### config.mk
export PLATFORM = sky130hd
export DESIGN_NAME = io_space_address_decoder
export DESIGN_NICKNAME = d
export VERILOG_FILES = /design/src/verilog/io_space_pkg.sv /design/src/verilog/io_space_address_decoder.sv
export SDC_FILE = /design/constraint.sdc
export NUM_CORES = 2
export LEC_CHECK = 0
export BUFFER_PORTS_ARGS = -buffer_cell sky130_fd_sc_hd__buf_2
export CORE_UTILIZATION = 40
export DETAILED_ROUTE_END_ITERATION = 7
export GPL_ROUTABILITY_DRIVEN = 0
export PLACE_DENSITY = 0.52
export SLEW_MARGIN = 5
export SYNTH_ARGS = -nofsm -noshare
export SYNTH_HDL_FRONTEND = slang
export SYNTH_SLANG_ARGS = --single-unit
export TNS_END_PERCENT = 30
### constraint.sdc
create_clock -name core_clk -period 7.1 [get_ports core_clk]
set_input_delay 1.065 -clock core_clk [delete_from_list [all_inputs] [get_ports core_clk]]
set_output_delay 1.065 -clock core_clk [all_outputs]
set_load 0.01 [all_outputs]
### src/verilog/io_space_pkg.sv
/*
  Package for the I/O space decoder: data-space offsets of the mapped
  registers, writable masks, write-one-to-clear masks and access carriers.
  Assumes one core clock and a core that issues one access per cycle.
*/
// Behaviour
// - Bit set and clear reach only I/O addresses 0x00 to 0x1F.
// - Bit test and skip works on I/O addresses 0x00 to 0x1F.
// - Flag bits clear on a written one; a written zero keeps them.
// - Bit set or clear rewrites the whole register, clearing flags read as one, except the bit that a bit clear selects.
// - Short in and out instructions carry a six-bit address, first 64 slots.
// - Data-space address of an I/O register is its I/O address plus 0x20.
// - Extended region 0x60 to 0xFF answers only load and store families.
package io_space_pkg;

  // Kind of access presented by the core
  typedef enum logic [2:0]
  {
    acc_none = 3'b000,
    acc_short_in = 3'b001,
    acc_short_out = 3'b010,
    acc_data_load = 3'b011,
    acc_data_store = 3'b100,
    acc_bit_set = 3'b101,
    acc_bit_clear = 3'b110,
    acc_bit_test = 3'b111
  } access_kind_type;

  // One request from the core; addr is I/O address for short forms
  typedef struct packed
  {
    access_kind_type kind;
    logic [7:0] addr;
    logic [2:0] bit_sel;
    logic [7:0] wdata;
  } io_request_type;

  // Registered answer to the core
  typedef struct packed
  {
    logic valid;
    logic [7:0] rdata;
    logic bit_value;
    logic refused;
  } io_answer_type;

  localparam logic [7:0] io_to_data_offset = 8'h20;
  localparam logic [7:0] short_io_limit = 8'h3F;
  localparam logic [7:0] bit_access_limit = 8'h1F;
  localparam logic [7:0] extended_base = 8'h60;
  localparam logic [7:0] extended_top = 8'hFF;
  localparam int map_depth = 256;
  localparam logic [7:0] reset_value = 8'h00;

  // Data-space offset, writable bits, write-one-to-clear bits
  typedef struct packed
  {
    logic [7:0] offset;
    logic [7:0] write_mask;
    logic [7:0] w1c_mask;
  } reg_desc_type;

  localparam int reg_count = 49;

  localparam reg_desc_type reg_table [reg_count] = '{
    '{8'h20, 8'hFF, 8'h00}, // port_a_input_pins
    '{8'h21, 8'hFF, 8'h00}, // port_a_direction
    '{8'h22, 8'hFF, 8'h00}, // port_a_output_latch
    '{8'h23, 8'hFF, 8'h00}, // port_b_input_pins
    '{8'h24, 8'hFF, 8'h00}, // port_b_direction
    '{8'h25, 8'hFF, 8'h00}, // port_b_output_latch
    '{8'h28, 8'h01, 8'h00}, // port_c_output_latch
    '{8'h29, 8'h03, 8'h00}, // port_d_input_pins
    '{8'h2A, 8'h03, 8'h00}, // port_d_direction
    '{8'h2B, 8'h03, 8'h00}, // port_d_output_latch
    '{8'h35, 8'h07, 8'h07}, // timer0_flag_bits
    '{8'h36, 8'h03, 8'h03}, // timer1_flag_bits
    '{8'h3B, 8'h03, 8'h03}, // pin_change_flag_bits
    '{8'h3C, 8'h0F, 8'h0F}, // external_irq_flag_bits
    '{8'h3D, 8'h0F, 8'h00}, // external_irq_mask
    '{8'h3E, 8'hFF, 8'h00}, // scratch_register_0
    '{8'h3F, 8'h3F, 8'h00}, // nvm_data_control
    '{8'h40, 8'hFF, 8'h00}, // nvm_data_byte
    '{8'h41, 8'hFF, 8'h00}, // nvm_address_low
    '{8'h42, 8'h01, 8'h00}, // nvm_address_high
    '{8'h43, 8'h83, 8'h00}, // timer_prescaler_control
    '{8'h44, 8'hF3, 8'h00}, // timer0_control_a
    '{8'h45, 8'hCF, 8'h00}, // timer0_control_b
    '{8'h46, 8'hFF, 8'h00}, // timer0_count
    '{8'h47, 8'hFF, 8'h00}, // timer0_compare_a
    '{8'h48, 8'hFF, 8'h00}, // timer0_compare_b
    '{8'h4A, 8'hFF, 8'h00}, // scratch_register_1
    '{8'h4B, 8'hFF, 8'h00}, // scratch_register_2
    '{8'h51, 8'hFF, 8'h00}, // debug_channel_data
    '{8'h53, 8'h0F, 8'h00}, // sleep_mode_control
    '{8'h54, 8'h1F, 8'h1F}, // reset_cause_flags
    '{8'h55, 8'h93, 8'h00}, // core_misc_control
    '{8'h57, 8'hFF, 8'h00}, // self_program_control
    '{8'h5D, 8'hFF, 8'h00}, // stack_pointer_low
    '{8'h5E, 8'hFF, 8'h00}, // stack_pointer_high
    '{8'h5F, 8'hFF, 8'h00}, // core_status_flags
    '{8'h60, 8'hFF, 8'h80}, // watchdog_control
    '{8'h62, 8'hFF, 8'h80}, // wakeup_timer_control
    '{8'h64, 8'h0F, 8'h00}, // power_reduction_control
    '{8'h66, 8'hFF, 8'h00}, // fast_oscillator_trim
    '{8'h68, 8'h03, 8'h00}, // pin_change_irq_control
    '{8'h69, 8'hFF, 8'h00}, // external_irq_sense_control
    '{8'h6B, 8'hFF, 8'h00}, // pin_change_mask_low
    '{8'h6C, 8'hFF, 8'h00}, // pin_change_mask_high
    '{8'h6E, 8'h07, 8'h00}, // timer0_irq_mask
    '{8'h6F, 8'h03, 8'h00}, // timer1_irq_mask
    '{8'h78, 8'h00, 8'h00}, // voltage_conv_result_low
    '{8'h79, 8'h00, 8'h00}, // voltage_conv_result_high
    '{8'h00, 8'h00, 8'h00}  // spare slot, never matched
  };

  localparam logic [7:0] timer0_flags_offset = 8'h35;
  localparam logic [7:0] ext_irq_flags_offset = 8'h3C;
  localparam logic [7:0] conv_low_offset = 8'h78;
  localparam logic [7:0] conv_high_offset = 8'h79;
  localparam logic [7:0] ext_irq_mask_offset = 8'h3D;

endpackage : io_space_pkg

### src/verilog/io_space_address_decoder.sv
/*
  I/O space address decoder and register bank. Turns the core's short
  I/O, bit and data-space accesses into register reads and writes.
  Assumes the core holds no request while the answer of the previous
  one is pending; hardware events arrive as one-cycle pulses on core_clk.
*/
`timescale 1ns/1ps
module io_space_address_decoder
(
  input wire logic core_clk,
  input wire logic rst,
  input wire io_space_pkg::io_request_type req,
  input wire logic [7:0] timer0_events,
  input wire logic [7:0] ext_irq_events,
  input wire logic [15:0] conv_result,
  output io_space_pkg::io_answer_type answer,
  output logic [7:0] ext_irq_mask_out
);
  import io_space_pkg::*;

  // Storage indexed by data-space address; unmapped entries stay zero
  logic [7:0] bank_reg [map_depth];
  io_answer_type answer_reg;
  logic [7:0] mask_out_reg;

  logic [7:0] data_addr;
  logic addr_ok;
  logic is_write;
  logic [7:0] cur_value;
  logic [7:0] write_value;
  logic [7:0] wmask;
  logic [7:0] cmask;
  logic mapped;
  // Descriptors of the two hardware-set flag registers
  reg_desc_type t0_desc;
  reg_desc_type ext_desc;

  // Find the descriptor of a data-space address
  function automatic reg_desc_type lookup(input logic [7:0] a);
    reg_desc_type d;
    d = '{8'h00, 8'h00, 8'h00};
    for (int i = 0; i < reg_count - 1; i++)
    begin
      if (reg_table[i].offset == a)
      begin
        d = reg_table[i];
      end
    end
    return d;
  endfunction : lookup

  // Is an address a known register (spare slot excluded)
  function automatic logic is_mapped(input logic [7:0] a);
    logic hit;
    hit = 1'b0;
    for (int i = 0; i < reg_count - 1; i++)
    begin
      if (reg_table[i].offset == a)
      begin
        hit = 1'b1;
      end
    end
    return hit;
  endfunction : is_mapped

  // Address translation and access legality per instruction class
  always_comb
  begin
    data_addr = req.addr;
    addr_ok = 1'b0;
    is_write = 1'b0;
    unique case (req.kind)
      acc_none:
      begin
        addr_ok = 1'b0;
      end
      acc_short_in, acc_short_out:
      begin
        // Six-bit field: only the first 64 I/O slots exist
        data_addr = req.addr + io_to_data_offset;
        addr_ok = req.addr <= short_io_limit;
        is_write = req.kind == acc_short_out;
      end
      acc_bit_set, acc_bit_clear, acc_bit_test:
      begin
        data_addr = req.addr + io_to_data_offset;
        addr_ok = req.addr <= bit_access_limit;
        is_write = req.kind != acc_bit_test;
      end
      acc_data_load, acc_data_store:
      begin
        // Full byte address reaches the extended region too
        addr_ok = req.addr >= io_to_data_offset;
        is_write = req.kind == acc_data_store;
      end
    endcase
  end

  // Value that a write would store, before masking
  always_comb
  begin
    reg_desc_type d;
    d = lookup(data_addr);
    t0_desc = lookup(timer0_flags_offset);
    ext_desc = lookup(ext_irq_flags_offset);
    mapped = is_mapped(data_addr);
    wmask = d.write_mask;
    cmask = d.w1c_mask;
    cur_value = bank_reg[data_addr];
    unique case (req.kind)
      // Whole register read, one bit changed, written back
      acc_bit_set:
      begin
        write_value = cur_value | (8'h01 << req.bit_sel);
      end
      acc_bit_clear:
      begin
        write_value = cur_value & ~(8'h01 << req.bit_sel);
      end
      default:
      begin
        write_value = req.wdata;
      end
    endcase
  end

  // Register bank update; hardware sets outrank software clears
  always_ff @(posedge core_clk)
  begin
    if (rst)
    begin
      for (int i = 0; i < map_depth; i++)
      begin
        bank_reg[i] <= reset_value;
      end
    end
    else
    begin
      if (addr_ok && is_write && mapped)
      begin
        // Plain bits take the value; flags clear where a one lands
        bank_reg[data_addr] <= ((cur_value & ~wmask)
          | (write_value & wmask & ~cmask)
          | (cur_value & cmask & ~write_value)) & wmask;
      end
      bank_reg[timer0_flags_offset] <= (data_addr == timer0_flags_offset
        && addr_ok && is_write
        ? bank_reg[timer0_flags_offset] & ~write_value
        : bank_reg[timer0_flags_offset])
        | (timer0_events & t0_desc.w1c_mask);
      bank_reg[ext_irq_flags_offset] <= (data_addr == ext_irq_flags_offset
        && addr_ok && is_write
        ? bank_reg[ext_irq_flags_offset] & ~write_value
        : bank_reg[ext_irq_flags_offset])
        | (ext_irq_events & ext_desc.w1c_mask);
      // Read-only converter result tracks its source
      bank_reg[conv_low_offset] <= conv_result[7:0];
      bank_reg[conv_high_offset] <= conv_result[15:8];
    end
  end

  // Answer one cycle after the request
  always_ff @(posedge core_clk)
  begin
    if (rst)
    begin
      answer_reg <= '{1'b0, 8'h00, 1'b0, 1'b0};
    end
    else
    begin
      answer_reg.valid <= req.kind != acc_none;
      answer_reg.refused <= req.kind != acc_none && !addr_ok;
      // Unmapped slots and refused accesses read zero, gated by addr_ok and mapped
      answer_reg.rdata <= (addr_ok && mapped)
        ? bank_reg[data_addr] : 8'h00;
      answer_reg.bit_value <= addr_ok && req.kind == acc_bit_test
        && bank_reg[data_addr][req.bit_sel];
    end
  end

  // External interrupt mask mirrored out to steer the pin logic
  always_ff @(posedge core_clk)
  begin
    if (rst)
    begin
      mask_out_reg <= 8'h00;
    end
    else
    begin
      mask_out_reg <= bank_reg[ext_irq_mask_offset];
    end
  end

  assign answer = answer_reg;
  assign ext_irq_mask_out = mask_out_reg;

  // Bit access above 0x1F is always refused
  chk_bit_range_refused: assert property (@(posedge core_clk) disable iff (rst)
    (req.kind inside {acc_bit_set, acc_bit_clear, acc_bit_test}
     && req.addr > bit_access_limit) |=> answer.refused)
    else $error("bit access above 0x1F not refused");

  // Short forms above 0x3F are refused
  chk_short_range: assert property (@(posedge core_clk) disable iff (rst)
    (req.kind inside {acc_short_in, acc_short_out} && req.addr > short_io_limit)
    |=> answer.valid && answer.refused)
    else $error("short access above 0x3F accepted");

  // Short read returns data at I/O address plus 0x20
  chk_short_offset: assert property (@(posedge core_clk) disable iff (rst)
    (req.kind == acc_short_in && req.addr <= short_io_limit && mapped)
    |=> answer.rdata == $past(bank_reg[data_addr]))
    else $error("short read not at offset 0x20");

  // Test reports the selected bit
  chk_bit_test_val: assert property (@(posedge core_clk) disable iff (rst)
    (req.kind == acc_bit_test && req.addr <= bit_access_limit)
    |=> answer.bit_value == $past(cur_value[req.bit_sel]))
    else $error("bit test value wrong");

  // Loads reach the extended region
  chk_ext_load: assert property (@(posedge core_clk) disable iff (rst)
    (req.kind == acc_data_load && req.addr >= extended_base)
    |=> !answer.refused)
    else $error("extended load refused");

  // A one written to a flag clears it without an event
  chk_flag_w1c: assert property (@(posedge core_clk) disable iff (rst)
    (addr_ok && is_write && data_addr == ext_irq_flags_offset
     && write_value[0] && !ext_irq_events[0])
    |=> !bank_reg[ext_irq_flags_offset][0])
    else $error("flag not cleared by one");

  // An event wins over a simultaneous clear
  chk_flag_set_wins: assert property (@(posedge core_clk) disable iff (rst)
    ext_irq_events[0] |=> bank_reg[ext_irq_flags_offset][0])
    else $error("flag event lost");

  // Unmapped reads give zero
  chk_unmapped_zero: assert property (@(posedge core_clk) disable iff (rst)
    (req.kind == acc_data_load && !mapped) |=> answer.rdata == 8'h00)
    else $error("unmapped read not zero");

  // Every request gets exactly one answer on the next edge
  chk_answer_pulse: assert property (@(posedge core_clk) disable iff (rst)
    req.kind != acc_none |=> answer.valid)
    else $error("request without answer");

  // Idle cycles give no answer, so the core never sees a stale one
  chk_idle_quiet: assert property (@(posedge core_clk) disable iff (rst)
    req.kind == acc_none |=> !answer.valid)
    else $error("answer without request");

  // A refusal never carries register data
  chk_refused_zero: assert property (@(posedge core_clk) disable iff (rst)
    answer.refused |-> answer.valid && answer.rdata == 8'h00)
    else $error("refused answer carries data");

  // Loads and stores below the I/O window are not ours
  chk_low_load_refused: assert property (@(posedge core_clk) disable iff (rst)
    (req.kind inside {acc_data_load, acc_data_store}
     && req.addr < io_to_data_offset) |=> answer.refused)
    else $error("low data access accepted");

  // Short forms inside the six-bit field are accepted
  chk_short_ok: assert property (@(posedge core_clk) disable iff (rst)
    (req.kind inside {acc_short_in, acc_short_out} && req.addr <= short_io_limit)
    |=> !answer.refused)
    else $error("legal short access refused");

  // Bit forms in the low 32 slots are accepted
  chk_bit_range_ok: assert property (@(posedge core_clk) disable iff (rst)
    (req.kind inside {acc_bit_set, acc_bit_clear, acc_bit_test}
     && req.addr <= bit_access_limit) |=> !answer.refused)
    else $error("legal bit access refused");

  // A refused short write leaves its would-be target untouched
  chk_refused_no_write: assert property (@(posedge core_clk) disable iff (rst)
    (req.kind == acc_short_out && !addr_ok && data_addr < conv_low_offset)
    |=> bank_reg[$past(data_addr)] == $past(bank_reg[data_addr]))
    else $error("refused write landed");

  // Bit set on a plain register leaves the bit at its writable level
  chk_bit_set_effect: assert property (@(posedge core_clk) disable iff (rst)
    (req.kind == acc_bit_set && addr_ok && mapped && cmask == 8'h00)
    |=> bank_reg[$past(data_addr)][$past(req.bit_sel)]
        == $past(wmask[req.bit_sel]))
    else $error("bit set missed");

  // Bit clear on a plain register leaves the bit low
  chk_bit_clear_effect: assert property (@(posedge core_clk) disable iff (rst)
    (req.kind == acc_bit_clear && addr_ok && mapped && cmask == 8'h00)
    |=> !bank_reg[$past(data_addr)][$past(req.bit_sel)])
    else $error("bit clear missed");

  // A bit test never alters a plain register
  chk_test_no_write: assert property (@(posedge core_clk) disable iff (rst)
    (req.kind == acc_bit_test && mapped && cmask == 8'h00 && wmask != 8'h00)
    |=> bank_reg[$past(data_addr)] == $past(cur_value))
    else $error("bit test changed register");

  // A store to a plain register keeps only its writable bits
  chk_store_lands: assert property (@(posedge core_clk) disable iff (rst)
    (req.kind == acc_data_store && addr_ok && mapped && cmask == 8'h00
     && wmask != 8'h00)
    |=> bank_reg[$past(data_addr)] == ($past(req.wdata) & $past(wmask)))
    else $error("store did not land");

  // Timer flag events are never lost
  chk_timer_flag_set: assert property (@(posedge core_clk) disable iff (rst)
    timer0_events[0] |=> bank_reg[timer0_flags_offset][0])
    else $error("timer flag event lost");

  // Converter bytes follow their source one cycle late, writes or not
  chk_conv_track: assert property (@(posedge core_clk) disable iff (rst)
    1'b1 |=> bank_reg[conv_low_offset] == $past(conv_result[7:0])
      && bank_reg[conv_high_offset] == $past(conv_result[15:8]))
    else $error("converter byte stale");

  // Mask copy follows its register one cycle late
  chk_mask_copy: assert property (@(posedge core_clk) disable iff (rst)
    1'b1 |=> ext_irq_mask_out == $past(bank_reg[ext_irq_mask_offset]))
    else $error("mask copy stale");

  // Reserved bit positions never hold a one
  chk_reserved_bits: assert property (@(posedge core_clk) disable iff (rst)
    (data_addr != conv_low_offset && data_addr != conv_high_offset)
    |-> (bank_reg[data_addr] & ~wmask) == 8'h00)
    else $error("reserved bit set");

endmodule : io_space_address_decoder

# After elaboration in Yosys (flattened, before gate mapping)
# Memories as Yosys holds them, arrays and structs flattened. A register that Yosys moved wholly into a read port is not among the register bits.
# Cells that the tools add are included.
# W data, S select, Z words.
[classes] add_sub_neg=1 n_bitwise=35 n_eq_ne=62 n_mux=117 n_reduce_logical=19 n_lt_le_gt_ge=4 shift=1
[ops] op="$mux W16" n=48
[ops] op="$eq A7 B8 Y1 const A" n=31
[ops] op="$eq A6 B8 Y1 const A" n=17
[ops] op="$and A8 B8 Y8" n=9
[ops] op="$mux W8" n=9
[ops] op="$mux W1" n=56
[ops] op="$eq A8 B8 Y1 const B" n=4
[ops] op="$not A8 Y8" n=4
[ops] op="$or A8 B8 Y8" n=3
[ops] op="$eq A8 B6 Y1 const B" n=2
[ops] op="$pmux W8 S2" n=1
[ops] op="$eq A3 B3 Y1 const B" n=4
[ops] op="$logic_and A1 B1 Y1" n=10
[ops] op="$add A8 B6 Y8 const B" n=1
[ops] op="$and A1 B1 Y1" n=8
[ops] op="$ge A8 B6 Y1 const B" n=1
[ops] op="$le A8 B5 Y1 const B" n=1
[ops] op="$le A8 B6 Y1 const B" n=1
[ops] op="$or A8 B3 Y8" n=1
[ops] op="$or A8 B4 Y8" n=1
[ops] op="$reduce_or A8 Y1" n=1
[ops] op="$shl A1 B3 Y8 const A" n=1
[ops] op="$eq A3 B2 Y1 const B" n=2
[ops] op="$reduce_or A2 Y1" n=3
[ops] op="other kinds (13)" n=20
[word_totals] out_inout_bits=19 mem_bits_rw=2048 elab_cells=244 ff_bits=11 mem_count=1 inputBits=56
[memory_table] name="bank_reg" depth=256 width=8 rd=4 rd_clocked_by_memory_dff=1 write_ports=256 line_no="io_space_address_decoder.sv:22" text="logic [7:0] bank_reg [map_depth];"

# Longest topological paths before layout
[depth] word_depth=62 depth_mapped=17 mapped_depth_nobuf=11

# Worst setup path after synthesis
# Ideal clock, no wire load.
[synth_timing] kind="in2reg" from="input req[19] (netlist name)" to="memory bank_reg[95][0] (enable)" cell_stages=14 n_path_buf=3 required_ns=6.725 setup_time_ns=0.375 setup_slack_ns=2.499 arrival_ns=4.227 cell_sequence="inv_1 -> ha_1 -> a21oi_1 -> o221a_2 -> buf_2 -> buf_1 -> nand3_1 -> o22ai_1 -> nand2_1 -> and4_1 -> nand2_1 -> nand3_1 -> buf_2 -> o21bai_1"
[synth_lines] item="start, declared" line_no="io_space_address_decoder.sv:12" text="input wire io_space_pkg::io_request_type req,"
[synth_lines] item="end, declared" line_no="io_space_address_decoder.sv:22"

==> results.py <==
metrics = {
    "status": {
        "status": "finished, final reports clean",
    },
    "logic_synthesis": {
        "synth_xor_area_share_pct": 0.0315,
        "synthMuxAreaShare_pct": 15.5,
        "synth_compound_area_share_pct": 3.15,
        "synth_top_area_cell": "edfxtp_1",
        "synth_cell_type_count": 85,
        "synth_most_common_cell": "edfxtp_1",
        "yosys_warnings": 0,
        "ys_seq_area_share_pct": 73.9,
        "ys_seq_elements": 2067,
        "synth-simple-area-share_pct": 4.33,
        "yosys.area.top_type_share_pct": 72.9,
        "synth_top_family_by_area": "multiplexers",
        "synthArstFlopShare_pct": 0,
        "syn_inst": 4187,
        "synth_edf_count": 2025,
        "synthesis.area_sq_mm": 0.0835,
        "synthAdderAreaFrac_pct": 0.0870,
        "synth-main-ff-cell": "edfxtp_1",
        "synth_area_leaders": "edfxtp_1 73%, mux4_2 15%, clkbuf_1 1.5%",
        "syn_avg_cell_area_sq_um": 19.9,
        "synthTopCellsByCount": "2025 x edfxtp_1, 557 x mux4_2, 326 x clkbuf_1",
    },
    "floorplanning": {
        "row_count": 167,
        "dieHeight_um": 459,
        "fp.dieW_um": 459,
        "coreArea_sq_mm": 0.207,
        "start_util_pct": 40.3,
        "num_io_pins": 75,
        "die_area_sq_mm": 0.210,
    },
    "setup_path": {
        "r2r-start": "bank_reg[123][6]",
        "worstSetupPathType": "in -> reg",
        "path_buf_inv": 2,
        "slowest_delay_ns": 1.00,
        "end_kind": "flip-flop",
        "critPathArrivalTime_ns": 5.85,
        "r2r_slack_ns": 2.87,
        "rr_worst_depth": 10,
        "crit_family": "compound AO/OA/AOI/OAI gates",
        "crit_chain": "buf_2, inv_1, ha_1, a21oi_1, o221a_2, nand3_1, o22ai_1, nand2_1, and4_1, nand2_1, nand3_2, o21bai_1",
        "cpMaxStageDelayCell": "o21bai_1",
        "crit_fanout": 24,
        "cpMostUsedCell": "nand2_1",
        "cp.required_ns": 7.55,
        "critPathLaunchType": "input pin",
        "reg2reg_to": "bank_reg[98][6]",
    },
    "sta": {
        "min_period_ns": 5.40,
        "finClkSkew_ns": 0.0506,
        "tns_ns": 0,
        "slew_violations": 0,
        "tightest_slew_ns": 1.35,
        "fmax_mhz": 185,
        "max_slew_margin_pct": 9.50,
        "period_share_pct": 76.1,
        "rsz0062_at_grt": "false",
        "finalSetupViolCount": 0,
        "hold_viol": 0,
    },
    "cts": {
        "postCtsSetupBuffers": 0,
        "cts_tree": "built",
        "clk_path_buf_depth": 3,
        "clk_pin_slew_ns": 0.06,
        "clockRootBuffer": "clkbuf_16",
        "htreeDepth": 4,
        "cts_buffers": 216,
        "clock_sinks": 2067,
        "clk_latency_ns": 0.84,
        "ctsResizeCount": 0,
        "hold_buffers": 0,
    },
    "global_routing": {
        "grt_pass1_vias": 42400,
        "gr-total-overflow": 0,
        "grt_pass1_wl_um": 279000,
        "antenna_found_initial": 15,
        "grtUsageTotal_pct": 18.1,
        "grt_max_degree": 201,
    },
    "layout": {
        "final_area_sq_mm": 0.0997,
        "finalNetCount": 5947,
        "area_delta_synth_final_pct": 19.5,
        "post-route-util_pct": 48.1,
        "drive_above_1_share_pct": 19.2,
        "fill_cells": 17700,
        "largest_register_ffs": 2048,
    },
    "routing": {
        "vias_per_cell": 4.69,
        "totalWireLength_um": 188000,
        "ant_nets": 0,
        "vias": 41400,
        "drc": 0,
        "firstDrtPassIters": 5,
        "first_iter_violations": 3913,
        "wl_per_cell_um": 21.3,
    },
    "min_path": {
        "min-delay-start": "conv_result[2]",
        "whs_endpoint": "bank_reg[120][2]",
        "hp-class": "in -> reg",
        "hold_depth": 2,
    },
    "power_and_ir_drop": {
        "seq_power_share_pct": 53.2,
        "switching_share_pct": 22.7,
        "p_int_mw": 21.2,
        "leakagePower_nw": 36.1,
        "p_switching_mw": 6.22,
        "power.density_mw_per_mm2": 274,
        "pwr-share-comb_pct": 8.4,
        "vdd_ir_drop_max_mv": 0.252,
        "p_clk_share_pct": 38.4,
    },
    "placed_design": {
        "placedInstanceArea_sq_mm": 0.0932,
        "dpl.hpwl_um": 120000,
        "port_buffers": 65,
    },
    "job": {
        "max_cap_viol_count": 0,
    },
}
==> through the flow <==
stage | hold WS (ns) | setup WS (ns) | std cells | power, mW
2_1_floorplan | 0.451 | 2.50 | 5941 | 16.3
3_3_place_gp | 0.498 | 0.991 | 8455 | 17.1
3_5_place_dp | 0.500 | 0.987 | 8455 | 17.1
4_1_cts | 0.363 | 1.93 | 8842 | 27.8
5_1_grt | 0.371 | 1.64 | 8844 | 28.4
6_report | 0.445 | 1.70 | 8845 | 27.4
==> worst max path at each step <==
stage | slack, ns | start | cells past startpoint | endpoint
6_report | 1.70 | req[19] | 12 | bank_reg[95][1]
5_1_grt | 1.64 | req[19] | 12 | bank_reg[95][1]
4_1_cts | 1.93 | req[19] | 12 | bank_reg[95][1]
3_5_place_dp | 0.99 | req[11] | 11 | bank_reg[71][2]
3_3_place_gp | 0.99 | req[11] | 11 | bank_reg[87][2]
2_1_floorplan | 2.50 | req[19] | 14 | bank_reg[95][0]
==> power groups by stage <==
stage	Combinational, mW	Sequential (mW)	Clock (mW)
2_1_floorplan	1.53	14.7	0
3_3_place_gp	2.29	14.8	0
3_5_place_dp	2.30	14.8	0
4_1_cts	2.30	14.6	10.9
5_1_grt	2.45	14.7	11.3
6_report	2.29	14.6	10.5
==> layout by cell type, fill, tap and decap left out, types with 13 or more instances in the layout <==
master / synthesis / layout
buf_2: 87 / 60
clkbuf_16: 0 / 219
dfxtp_1: 42 / 42
nor3b_1: 16 / 16
a211oi_1: 13 / 13
mux4_2: 557 / 557
clkinv_2: 0 / 35
a221oi_1: 13 / 13
a21oi_1: 51 / 51
a22oi_1: 108 / 107
clkbuf_1: 326 / 49
nor2b_1: 43 / 41
nand2b_1: 19 / 19
nor4_1: 84 / 81
nand3_1: 40 / 38
nand2_1: 112 / 112
buf_12: 2 / 34
clkinv_1: 2 / 56
o21ai_0: 22 / 21
and3_1: 40 / 40
a21o_1: 23 / 22
nor3_1: 95 / 95
o21bai_1: 19 / 19
edfxtp_1: 2025 / 2025
nor3_2: 20 / 20
nand4_1: 20 / 20
a22o_1: 17 / 17
nor2_1: 95 / 94
mux2i_1: 26 / 25
nor4_2: 21 / 24
buf_4: 29 / 138
conb_1: 1 / 1755
==> per-layer routing <==
metal | GRT usage [%] | vias to the layer above | wire length (um)
met1 | 25.0 | 21100 | 82200
met4 | 5.81 | 0 | 5850
met2 | 29.2 | 1102 | 89800
met5 | 0 | - | 0
li1 | - | 18900 | -
met3 | 3.17 | 337 | 10600
==> final cells by class <==
type | instances | area (sq um) | area share [%]
timing repair buffer | 237 | 2070 | 2.08
clock inverter | 108 | 726 | 0.728
antenna | 2 | 5.00 | 0.00502
multi-input combinational | 3350 | 25900 | 26.0
tap | 2788 | 3490 | 3.50
sequential | 2067 | 61600 | 61.8
clock buffer | 279 | 5820 | 5.83
inverter | 14 | 52.6 | 0.0527
==> cells by family after synthesis <==
group,count (synthesis)
xor gates and xnor gates,3
DFF,2067
buffers and inverters,524
other,1
muxes,591
AOI/OAI and AO/OA,353
and+or+nand+nor,642
adders and majority gates,6
Note: power is estimated with default switching activity, not from simulation.
